==> config.mk <==
export PLATFORM = sky130hd
export DESIGN_NAME = bmd_reset_top
export DESIGN_NICKNAME = d
export VERILOG_FILES = /design/src/rtl/bmd_pkg.sv /design/src/rtl/bmd_reset_top.sv /design/src/rtl/bmd_sync.sv /design/src/rtl/bmd_timer.sv
export SDC_FILE = /design/constraint.sdc
export NUM_CORES = 1
export LEC_CHECK = 0
export ABC_AREA = 1
export BUFFER_PORTS_ARGS = -buffer_cell sky130_fd_sc_hd__buf_2
export CAP_MARGIN = 25
export CELL_PAD_IN_SITES_DETAIL_PLACEMENT = 1
export CELL_PAD_IN_SITES_GLOBAL_PLACEMENT = 1
export CORE_MARGIN = 3
export CORE_UTILIZATION = 35
export DETAILED_ROUTE_END_ITERATION = 8
export GPL_ROUTABILITY_DRIVEN = 0
export GPL_TIMING_DRIVEN = 0
export PLACE_DENSITY_LB_ADDON = 0.1
export SETUP_SLACK_MARGIN = 0.4
export SYNTH_ARGS = -nofsm -noshare
export SYNTH_HDL_FRONTEND = slang
export SYNTH_HIERARCHICAL = 1
export SYNTH_SLANG_ARGS = --single-unit
==> constraint.sdc <==
create_clock -name clk -period 6.52 [get_ports clk]
set_clock_uncertainty 0.1 [all_clocks]
set_input_delay 0.652 -clock clk [delete_from_list [all_inputs] [get_ports clk]]
set_output_delay 0.652 -clock clk [all_outputs]
set_load 0.02 [all_outputs]
==> src/rtl/bmd_pkg.sv <==
// shared types and constants for the bus mode detect and reset sequencer
package bmd_pkg;

	// bus operating modes
	typedef enum logic [1:0] {MODE_PCI, MODE_X66, MODE_X100, MODE_X133} bmd_mode_e;

	// initialization pattern sampled at primary reset release
	typedef struct packed {
		logic devsel_n;
		logic stop_n;
		logic trdy_n;
	} bmd_init_s;

	// bus drive permissions
	typedef struct packed {
		logic upstreamOe;
		logic downstreamAdCbeLowOe;
		logic downstreamCtrlOe;
	} bmd_drive_s;

	// clock rate, 50 MHz
	localparam longint unsigned CLK_HZ = 64'h0000_0000_02fa_f080;
	localparam longint unsigned US_PER_S = 64'h0000_0000_000f_4240;

	// times in microseconds
	localparam longint unsigned PLL_LOCK_US = 64'h0000_0000_0000_0064;
	localparam longint unsigned CLK_STABLE_US = 64'h0000_0000_0000_0064;
	localparam longint unsigned CAP_CHARGE_US = 64'h0000_0000_0000_0050;
	localparam longint unsigned PROBE_SETTLE_US = 64'h0000_0000_0000_0001;

	// least waits, rounded up to whole cycles
	localparam longint unsigned PLL_LOCK_CYCLES =
		(PLL_LOCK_US * CLK_HZ + US_PER_S - 64'h1) / US_PER_S;
	localparam longint unsigned CLK_STABLE_CYCLES =
		(CLK_STABLE_US * CLK_HZ + US_PER_S - 64'h1) / US_PER_S;
	localparam longint unsigned CAP_CHARGE_CYCLES =
		(CAP_CHARGE_US * CLK_HZ + US_PER_S - 64'h1) / US_PER_S;
	localparam longint unsigned PROBE_SETTLE_CYCLES =
		(PROBE_SETTLE_US * CLK_HZ + US_PER_S - 64'h1) / US_PER_S;

	// timer width and short counts
	localparam int unsigned TMR_W = 16;
	localparam logic [15:0] CAP_CHARGE_LOAD = 16'(CAP_CHARGE_CYCLES);
	localparam logic [15:0] PROBE_SETTLE_LOAD = 16'(PROBE_SETTLE_CYCLES);
	localparam logic [15:0] UP_PCI_HOLD_CYCLES = 16'h0007;
	localparam logic [15:0] DN_TAIL_EDGES = 16'h000a;
	localparam logic [15:0] DN_PCI_HOLD_EDGES = 16'h0005;

	// primary mode decode, indexed by {devsel_n, stop_n, trdy_n}
	localparam bmd_mode_e INIT_DECODE [8] = '{
		MODE_PCI, MODE_X133, MODE_X100, MODE_X66,
		MODE_X133, MODE_X100, MODE_X66, MODE_PCI
	};

endpackage

==> src/rtl/bmd_reset_top.sv <==
// bus mode detection, driver impedance choice and reset sequencing
`timescale 1ns/100ps
module bmd_reset_top
	import bmd_pkg::*;
#(
	parameter int unsigned PLL_LOCK_CYC = 32'(PLL_LOCK_CYCLES),
	parameter int unsigned CLK_STABLE_CYC = 32'(CLK_STABLE_CYCLES)
) (
	// clock and reset
	input wire logic clk,
	input wire logic rst,
	// primary bus pins
	input wire logic upstreamReset_n,
	input wire bmd_init_s upstreamInit,
	input wire logic upstreamImpedanceInvert,
	// secondary bus pins
	input wire logic downstreamClock,
	input wire logic downstreamClkStable,
	input wire logic downstreamCapabilitySense,
	input wire logic downstreamSpeedSelect,
	input wire logic downstreamImpedanceInvert,
	output logic downstreamStrongPullupEn,
	output logic downstreamReset_n,
	// secondary reset bit from bridge control
	input wire logic downstreamResetRequest,
	// primary status
	output bmd_mode_e upstreamMode,
	output logic upstreamPllBypass,
	output logic upstreamImpedance40,
	output logic upstreamLogicReset,
	output logic upstreamAccessEnable,
	// secondary status
	output bmd_mode_e downstreamMode,
	output logic downstreamPllBypass,
	output logic downstreamImpedance40,
	output logic downstreamLogicReset,
	// bus drive permissions
	output bmd_drive_s busDrive
);

	typedef enum {DN_HOLD, DN_STABLE_WAIT, DN_PROBE, DN_PULLUP, DN_SPEED,
		DN_WINDOW, DN_TAIL, DN_LOGIC, DN_RUN} bmd_dn_state_e;
	if (PLL_LOCK_CYC == 0 || PLL_LOCK_CYC > 32'h0000_ffff || CLK_STABLE_CYC == 0 ||
			CLK_STABLE_CYC > 32'h0000_ffff) begin : gChkTimer
		$error("PLL_LOCK_CYC and CLK_STABLE_CYC must fit the 16-bit timer");
	end
	// synchronised pins
	logic [9:0] pinRaw;
	logic [9:0] pinSync;
	logic upRstPinN;
	logic dnClkLvl;
	logic dnStable;
	logic dnCap;
	logic dnSpeed;
	logic upInv;
	logic dnInv;
	bmd_init_s initSync;
	assign pinRaw = {upstreamReset_n, upstreamInit, downstreamClock, downstreamClkStable,
		downstreamCapabilitySense, downstreamSpeedSelect, upstreamImpedanceInvert,
		downstreamImpedanceInvert};
	// primary reset and pattern share one synchroniser so they stay aligned
	bmd_sync #(.WIDTH(10)) uSync (
		.clk(clk),
		.rst(rst),
		.din(pinRaw),
		.q(pinSync)
	);
	assign upRstPinN = pinSync[9];
	assign initSync = pinSync[8:6];
	assign dnClkLvl = pinSync[5];
	assign dnStable = pinSync[4];
	assign dnCap = pinSync[3];
	assign dnSpeed = pinSync[2];
	assign upInv = pinSync[1];
	assign dnInv = pinSync[0];

	// primary side state
	logic upAsserted;
	logic upRstPrev;
	logic upRelease;
	bmd_mode_e upDecoded;
	logic [15:0] upLoad;
	logic upTimerExpired;
	logic next_upRstPrev;
	bmd_mode_e next_upstreamMode;
	logic next_upstreamPllBypass;
	logic next_upstreamImpedance40;
	logic next_upstreamLogicReset;
	logic next_upstreamAccessEnable;

	assign upAsserted = ~upRstPinN;
	assign upRelease = upRstPrev & ~upAsserted;
	assign upDecoded = INIT_DECODE[initSync];
	assign upLoad = (upDecoded == MODE_PCI) ? UP_PCI_HOLD_CYCLES : 16'(PLL_LOCK_CYC);

	bmd_timer #(.WIDTH(TMR_W)) uUpTimer (
		.clk(clk),
		.rst(rst),
		.start(upRelease),
		.clear(upAsserted),
		.tick(1'b1),
		.load(upLoad),
		.expired(upTimerExpired)
	);

	always_comb begin
		next_upRstPrev = upAsserted;
		next_upstreamMode = upstreamMode;
		next_upstreamPllBypass = upstreamPllBypass;
		next_upstreamImpedance40 = upstreamImpedance40;
		next_upstreamLogicReset = upstreamLogicReset;
		if (upAsserted) begin
			next_upstreamMode = MODE_PCI;
			next_upstreamPllBypass = 1'b1;
			next_upstreamImpedance40 = 1'b0;
			next_upstreamLogicReset = 1'b1;
		end else if (upRelease) begin
			next_upstreamMode = upDecoded;
			next_upstreamPllBypass = (upDecoded == MODE_PCI);
			next_upstreamImpedance40 = (upDecoded == MODE_X133) ^ upInv;
		end else if (upTimerExpired) begin
			next_upstreamLogicReset = 1'b0;
		end
		next_upstreamAccessEnable = ~next_upstreamLogicReset;
	end

	always_ff @(posedge clk) begin
		if (rst) begin
			upRstPrev <= 1'b1;
			upstreamMode <= MODE_PCI;
			upstreamPllBypass <= 1'b1;
			upstreamImpedance40 <= 1'b0;
			upstreamLogicReset <= 1'b1;
			upstreamAccessEnable <= 1'b0;
		end else begin
			upRstPrev <= next_upRstPrev;
			upstreamMode <= next_upstreamMode;
			upstreamPllBypass <= next_upstreamPllBypass;
			upstreamImpedance40 <= next_upstreamImpedance40;
			upstreamLogicReset <= next_upstreamLogicReset;
			upstreamAccessEnable <= next_upstreamAccessEnable;
		end
	end

	// secondary side state
	bmd_dn_state_e dnState;
	bmd_dn_state_e next_dnState;
	logic dnClkPrev;
	logic dnClkEdge;
	logic dnHoldReq;
	logic winStart;
	logic [15:0] winLoad;
	logic winExpired;
	logic stepStart;
	logic stepTick;
	logic [15:0] stepLoad;
	logic stepExpired;
	logic next_downstreamStrongPullupEn;
	logic next_downstreamReset_n;
	bmd_mode_e next_downstreamMode;
	logic next_downstreamPllBypass;
	logic next_downstreamImpedance40;
	logic next_downstreamLogicReset;
	bmd_drive_s next_busDrive;

	// secondary clock edges counted on the filtered level
	assign dnClkEdge = dnClkLvl & ~dnClkPrev;
	// primary reset or the secondary reset bit restarts the secondary sequence
	assign dnHoldReq = upAsserted | downstreamResetRequest;
	assign stepTick = (dnState == DN_TAIL || dnState == DN_LOGIC) ? dnClkEdge : 1'b1;

	bmd_timer #(.WIDTH(TMR_W)) uWinTimer (
		.clk(clk),
		.rst(rst),
		.start(winStart),
		.clear(dnHoldReq),
		.tick(1'b1),
		.load(winLoad),
		.expired(winExpired)
	);
	bmd_timer #(.WIDTH(TMR_W)) uStepTimer (
		.clk(clk),
		.rst(rst),
		.start(stepStart),
		.clear(dnHoldReq),
		.tick(stepTick),
		.load(stepLoad),
		.expired(stepExpired)
	);

	always_comb begin
		next_dnState = dnState;
		next_downstreamStrongPullupEn = downstreamStrongPullupEn;
		next_downstreamReset_n = downstreamReset_n;
		next_downstreamMode = downstreamMode;
		next_downstreamPllBypass = downstreamPllBypass;
		next_downstreamImpedance40 = downstreamImpedance40;
		next_downstreamLogicReset = downstreamLogicReset;
		winStart = 1'b0;
		winLoad = 16'(CLK_STABLE_CYC);
		stepStart = 1'b0;
		stepLoad = PROBE_SETTLE_LOAD;
		if (dnHoldReq) begin
			next_dnState = DN_HOLD;
			next_downstreamStrongPullupEn = 1'b0;
			next_downstreamReset_n = 1'b0;
			next_downstreamLogicReset = 1'b1;
			next_downstreamPllBypass = 1'b1;
			if (upAsserted) begin
				next_downstreamMode = MODE_PCI;
				next_downstreamImpedance40 = 1'b0;
			end
		end else begin
			unique case (dnState)
				DN_HOLD: next_dnState = DN_STABLE_WAIT;
				DN_STABLE_WAIT: begin
					// clock-stable is taken once and not watched again
					if (dnStable) begin
						winStart = 1'b1;
						stepStart = 1'b1;
						next_downstreamStrongPullupEn = 1'b0;
						next_dnState = DN_PROBE;
					end
				end
				DN_PROBE: begin
					if (stepExpired) begin
						if (dnCap) begin
							next_dnState = DN_SPEED;
						end else begin
							next_downstreamStrongPullupEn = 1'b1;
							stepStart = 1'b1;
							stepLoad = CAP_CHARGE_LOAD;
							next_dnState = DN_PULLUP;
						end
					end
				end
				DN_PULLUP: begin
					if (stepExpired) begin
						next_downstreamMode = dnCap ? MODE_X66 : MODE_PCI;
						next_downstreamPllBypass = ~dnCap;
						next_downstreamStrongPullupEn = 1'b0;
						next_dnState = DN_WINDOW;
					end
				end
				DN_SPEED: begin
					next_downstreamMode = dnSpeed ? MODE_X100 : MODE_X133;
					next_downstreamPllBypass = 1'b0;
					next_dnState = DN_WINDOW;
				end
				DN_WINDOW: begin
					if (winExpired) begin
						stepStart = 1'b1;
						stepLoad = 16'(DN_TAIL_EDGES + 16'h0001);
						next_dnState = DN_TAIL;
					end
				end
				DN_TAIL: begin
					if (stepExpired) begin
						next_downstreamReset_n = 1'b1;
						next_downstreamImpedance40 =
							(downstreamMode == MODE_X133) ^ dnInv;
						if (downstreamMode == MODE_PCI) begin
							stepStart = 1'b1;
							stepLoad = DN_PCI_HOLD_EDGES;
						end else begin
							winStart = 1'b1;
							winLoad = 16'(PLL_LOCK_CYC);
						end
						next_dnState = DN_LOGIC;
					end
				end
				DN_LOGIC: begin
					// release lines up with a secondary clock edge in PCI mode; other modes wait on the PLL_LOCK_CYC window timer
					if ((downstreamMode == MODE_PCI) ? stepExpired : winExpired) begin
						next_downstreamLogicReset = 1'b0;
						next_dnState = DN_RUN;
					end
				end
				DN_RUN: next_dnState = DN_RUN;
			endcase
		end
		next_busDrive.upstreamOe = ~next_upstreamLogicReset;
		next_busDrive.downstreamAdCbeLowOe = ~next_downstreamReset_n;
		next_busDrive.downstreamCtrlOe = next_downstreamReset_n;
	end

	always_ff @(posedge clk) begin
		if (rst) begin
			dnState <= DN_HOLD;
			dnClkPrev <= 1'b0;
			downstreamStrongPullupEn <= 1'b0;
			downstreamReset_n <= 1'b0;
			downstreamMode <= MODE_PCI;
			downstreamPllBypass <= 1'b1;
			downstreamImpedance40 <= 1'b0;
			downstreamLogicReset <= 1'b1;
			busDrive <= '{upstreamOe: 1'b0, downstreamAdCbeLowOe: 1'b1, downstreamCtrlOe: 1'b0};
		end else begin
			dnState <= next_dnState;
			dnClkPrev <= dnClkLvl;
			downstreamStrongPullupEn <= next_downstreamStrongPullupEn;
			downstreamReset_n <= next_downstreamReset_n;
			downstreamMode <= next_downstreamMode;
			downstreamPllBypass <= next_downstreamPllBypass;
			downstreamImpedance40 <= next_downstreamImpedance40;
			downstreamLogicReset <= next_downstreamLogicReset;
			busDrive <= next_busDrive;
		end
	end

endmodule

==> src/rtl/bmd_sync.sv <==
// three-stage input synchroniser with agreement filter
`timescale 1ns/100ps
module bmd_sync
	import bmd_pkg::*;
#(
	parameter int unsigned WIDTH = 1
) (
	// clock and reset
	input wire logic clk,
	input wire logic rst,
	// asynchronous inputs
	input wire logic [WIDTH-1:0] din,
	// filtered levels
	output logic [WIDTH-1:0] q
);

	logic [WIDTH-1:0] s1;
	logic [WIDTH-1:0] s2;
	logic [WIDTH-1:0] s3;
	logic [WIDTH-1:0] next_q;

	if (WIDTH == 0) begin : gChk
		$error("bmd_sync needs at least one bit");
	end

	// a bit takes a new value once stages two and three agree
	always_comb begin
		for (int i = 0; i < WIDTH; i++) begin
			next_q[i] = (s2[i] == s3[i]) ? s3[i] : q[i];
		end
	end

	always_ff @(posedge clk) begin
		if (rst) begin
			s1 <= '0;
			s2 <= '0;
			s3 <= '0;
			q <= '0;
		end else begin
			s1 <= din;
			s2 <= s1;
			s3 <= s2;
			q <= next_q;
		end
	end

endmodule

==> src/rtl/bmd_timer.sv <==
// loadable down counter with tick enable and expiry flag
`timescale 1ns/100ps
module bmd_timer
	import bmd_pkg::*;
#(
	parameter int unsigned WIDTH = TMR_W
) (
	// clock and reset
	input wire logic clk,
	input wire logic rst,
	// control
	input wire logic start,
	input wire logic clear,
	input wire logic tick,
	input wire logic [WIDTH-1:0] load,
	// status
	output logic expired
);

	logic [WIDTH-1:0] count;
	logic armed;
	logic [WIDTH-1:0] next_count;
	logic next_armed;

	if (WIDTH < 4) begin : gChk
		$error("bmd_timer width too small");
	end

	always_comb begin
		next_count = count;
		next_armed = armed;
		if (clear) begin
			next_count = '0;
			next_armed = 1'b0;
		end else if (start) begin
			next_count = load;
			next_armed = 1'b1;
		end else if (tick && count != '0) begin
			next_count = count - 1'b1;
		end
	end

	always_ff @(posedge clk) begin
		if (rst) begin
			count <= '0;
			armed <= 1'b0;
		end else begin
			count <= next_count;
			armed <= next_armed;
		end
	end

	assign expired = armed && (count == '0);

endmodule

==> flow_metrics.env <==
export IMPL_ys_seq_area_frac=0.366
export IMPL_hpwl_mm=11.9
export IMPL_crit_start="uStepTimer/count[0]$_SDFFE_PP0P_"
export IMPL_vdd_drop_max_v=0.000132
export IMPL_drt_iter0_markers=161
export IMPL_route_vias_total=5721
export IMPL_chipWidth_um=138
export IMPL_cts_clk_slew_worst_paths_ns=0.09
export IMPL_portBuffers=28
export IMPL_cp_start_kind="flop"
export IMPL_antenna_found_initial=0
export IMPL_synth_area_leaders="dfxtp_1, nand2_1, nor2_1, inv_1, nand3_1"
export IMPL_yosysUniqueCellTypes=40
export IMPL_h_tree_depth=3
export IMPL_hold_viol=0
export IMPL_clock_latency_ns=0.37
export IMPL_die_area_um2=19000
export IMPL_syn_avg_cell_area_um2=6.44
export IMPL_worst_ep_required_time_ns=6.72
export IMPL_synth_largest_area_cell="dfxtp_1"
export IMPL_detailed_place_area_um2=6610
export IMPL_antennaDiodeCount=0
export IMPL_max_cap_violations=0
export IMPL_wl_per_cell_um=12.8
export IMPL_r2r_slack_ns=2.94
export IMPL_synth_warnings=6
export IMPL_drt_pass1_iterations=4
export IMPL_grt_pass1_vias=5572
export IMPL_end_kind="flop"
export IMPL_criticalPathCategory="reg2reg"
export IMPL_clock_sinks=111
export IMPL_hold_buffers=0
export IMPL_slew_headroom=0.426
export IMPL_leakagePower_nw=3.49
export IMPL_min_from="uSync/s1[2]$_SDFF_PP0_"
export IMPL_whs_endpoint="uSync/s2[2]$_SDFF_PP0_"
export IMPL_nNetsFinal=1031
export IMPL_core_area_um2=16800
export IMPL_final_max_slew_viol_count=0
export IMPL_rsz0062_at_grt="no"
export IMPL_drt_vias_per_instance=4.61
export IMPL_cts_resized=0
export IMPL_rows=47
export IMPL_cp_max_fo=10
export IMPL_fmax_ghz=0.280
export IMPL_syn_cell_area_um2=6070
export IMPL_antenna_left=0
export IMPL_regArea_um2=2220
export IMPL_drcViolationCount=0
export IMPL_drive_above_1_share=0.116
export IMPL_powerDensity_nw_per_um2=189
export IMPL_status="completed"
export IMPL_cts_tree="built"
export IMPL_clk_path_buf_depth=2
export IMPL_initial_utilization=0.362
export IMPL_hp_class="reg2reg"
export IMPL_fin_crit_sh=0.548
export IMPL_final_area_um2=6940
export IMPL_die_h_um=138
export IMPL_overflow=0
export IMPL_whs_path_depth=2
export IMPL_syn_inst=942
export IMPL_grt_max_degree=25
export IMPL_multiInputGateArea_um2=3350
export IMPL_synthArstFlopShare=0
export IMPL_fin_setup_tns_ns=0
export IMPL_setup_viol=0
export IMPL_tightest_slew_ns=0.858
export IMPL_cts_buffers=9
export IMPL_r2r_cells=21
export IMPL_fin_hold_ws_ns=0.305
export IMPL_r2r_end="uStepTimer/count[8]$_SDFFE_PP0P_"
export IMPL_ys_seq_elements=111
export IMPL_finalCriticalPeriod_ns=3.58
export IMPL_r2r_start="uStepTimer/count[0]$_SDFFE_PP0P_"
export IMPL_grt_usage=0.179
export IMPL_syn_to_final_growth_pct=14.3
export IMPL_routed_wirelength_mm=15.9
export IMPL_cts_root_buffer="clkbuf_16"
export IMPL_grt_first_pass_wirelength_mm=26.9
export IMPL_cp_arrival_ns=3.77
export IMPL_num_fill_cells=2271
export IMPL_ioPinCount=29
export IMPL_post_cts_buffers=0
export IMPL_synth_edf_count=0
export IMPL_synth_main_ff_cell="dfxtp_1"
export IMPL_netlist_area_leader_share=0.366
## cell usage after synthesis, types with 2 or more instances
master	n
nand4_1	6
nand3_1	68
xnor2_1	5
xor2_1	4
o21bai_1	4
buf_2	5
nor2_1	179
clkinv_4	2
nand2_4	5
nand3b_1	7
inv_1	118
nor3_1	8
nand2_8	4
inv_2	10
dfxtp_1	111
o21ai_0	43
inv_4	2
clkbuf_1	2
conb_1	2
nand2_1	246
ha_1	3
o21ai_1	5
nor2_2	10
nor4_1	3
buf_4	5
nand3_2	6
nand2_2	7
a21oi_1	48
or2_0	3
nor2_4	11
## kinds of logic (layout without fill, tap and decap cells)
group,Yosys count,after routing,synth area share
AND/OR/NAND/NOR,565,565,0.421
buffers and inverters,148,193,0.103
flip-flops,111,111,0.366
AO/OA/AOI/OAI,104,104,0.0891
XOR/XNOR,9,9,0.0130
adder cells (fa/ha/maj),3,3,0.00619
other,2,35,0.00124
## layout by cell type (no fill, tap or decap), types with 2 or more instances in the layout
| cell | netlist | layout |
|---|---|---|
| nand3_1 | 68 | 68 |
| nand3_2 | 6 | 6 |
| inv_6 | 0 | 2 |
| buf_2 | 5 | 34 |
| inv_4 | 2 | 2 |
| nand2_1 | 246 | 246 |
| a21oi_1 | 48 | 48 |
| nor2_2 | 10 | 10 |
| nand2_8 | 4 | 4 |
| or2_0 | 3 | 3 |
| ha_1 | 3 | 3 |
| nand4_1 | 6 | 6 |
| clkinv_8 | 0 | 2 |
| o21ai_0 | 43 | 43 |
| buf_4 | 5 | 5 |
| clkbuf_16 | 0 | 9 |
| nand2_4 | 5 | 5 |
| conb_1 | 2 | 35 |
| xor2_1 | 4 | 4 |
| inv_12 | 0 | 3 |
| nor2_1 | 179 | 179 |
| dfxtp_1 | 111 | 111 |
| nor4_1 | 3 | 3 |
| nand2_2 | 7 | 7 |
| nor2_4 | 11 | 11 |
| o21bai_1 | 4 | 4 |
| nand3b_1 | 7 | 7 |
| clkbuf_1 | 2 | 2 |
| xnor2_1 | 5 | 5 |
| inv_1 | 118 | 118 |
| nor3_1 | 8 | 8 |
| clkinv_4 | 2 | 2 |
| inv_2 | 10 | 10 |
| o21ai_1 | 5 | 5 |
## worst max-delay path by stage
stage          cells after the start  slack [ns]                                 to
4_1_cts                           21        2.85   uStepTimer/count[8]$_SDFFE_PP0P_
3_3_place_gp                      20        2.17   uStepTimer/count[8]$_SDFFE_PP0P_
3_5_place_dp                      21        2.89   uStepTimer/count[8]$_SDFFE_PP0P_
5_1_grt                           21        2.51  uStepTimer/count[11]$_SDFFE_PP0P_
2_1_floorplan                     20        3.54   uStepTimer/count[8]$_SDFFE_PP0P_
6_report                          21        2.94   uStepTimer/count[8]$_SDFFE_PP0P_
## layout make-up
| cell class | instances | share of cell area |
|---|---|---|
| clock inverters | 7 | 0.0142 |
| flip-flops and latches | 111 | 0.320 |
| inverters | 133 | 0.0743 |
| plain buffers | 15 | 0.0157 |
| multi-input cells | 716 | 0.482 |
| clock buffers | 9 | 0.0325 |
| repair buffers | 29 | 0.0209 |
| well taps | 220 | 0.0397 |
## critical path, cell delays in order, from the launching register on
cell	delay, ns
dfxtp_1	0.32
inv_1	0.11
ha_1	0.22
inv_1	0.05
nor2_1	0.12
nand3_1	0.14
nor2_1	0.19
nand2_1	0.10
nor4_1	0.20
buf_2	0.24
inv_1	0.14
nor2_1	0.15
nor2_1	0.08
nor2_1	0.14
nand2_1	0.09
a21oi_1	0.12
buf_2	0.19
clkbuf_1	0.46
nand2_1	0.10
nand2_1	0.09
nand2_1	0.05
a21oi_1	0.11
## state kept, by name (all words and copies together), names as in the netlist
name / count
upRstPrev: 1
upstreamMode: 2
uSync/s1: 10
uWinTimer/count: 16
uUpTimer/count: 16
uStepTimer/armed: 1
upstreamImpedance40: 1
uStepTimer/count: 16
uSync/q: 10
uWinTimer/armed: 1
downstreamLogicReset: 1
upstreamPllBypass: 1
dnClkPrev: 1
downstreamImpedance40: 1
uUpTimer/armed: 1
uSync/s2: 10
downstreamMode: 2
downstreamStrongPullupEn: 1
downstreamPllBypass: 1
uSync/s3: 10
dnState: 4
upstreamLogicReset: 1
busDrive: 3
## through the flow
stage / utilization / std cells / total power [mW] / setup WS (ns)
floorplan: - / 975 / 0.719 / 3.54
global placement: 0.394 / 1223 / 0.728 / 2.17
detailed placement: 0.395 / 1224 / 0.728 / 2.89
CTS: 0.414 / 1240 / 1.34 / 2.85
global route: 0.414 / 1240 / 1.37 / 2.51
finish: 0.414 / 1240 / 1.31 / 2.94
## power by group
part           switching (mW)  internal (mW)  leakage (nW)
Combinational          0.0159        0.00820          2.44
Clock                   0.315          0.285         0.156
Sequential            0.00308          0.685         0.899
Total                   0.334          0.978          3.49
## routing by layer
metal | track usage | wire length, µm | share of wire
met5 | 0 | 0 | 0
met4 | 0.0477 | 200 | 0.013
met3 | 0.0299 | 254 | 0.016
met2 | 0.306 | 7500 | 0.47
met1 | 0.234 | 7930 | 0.50
Power figures use the tool's default switching activity.
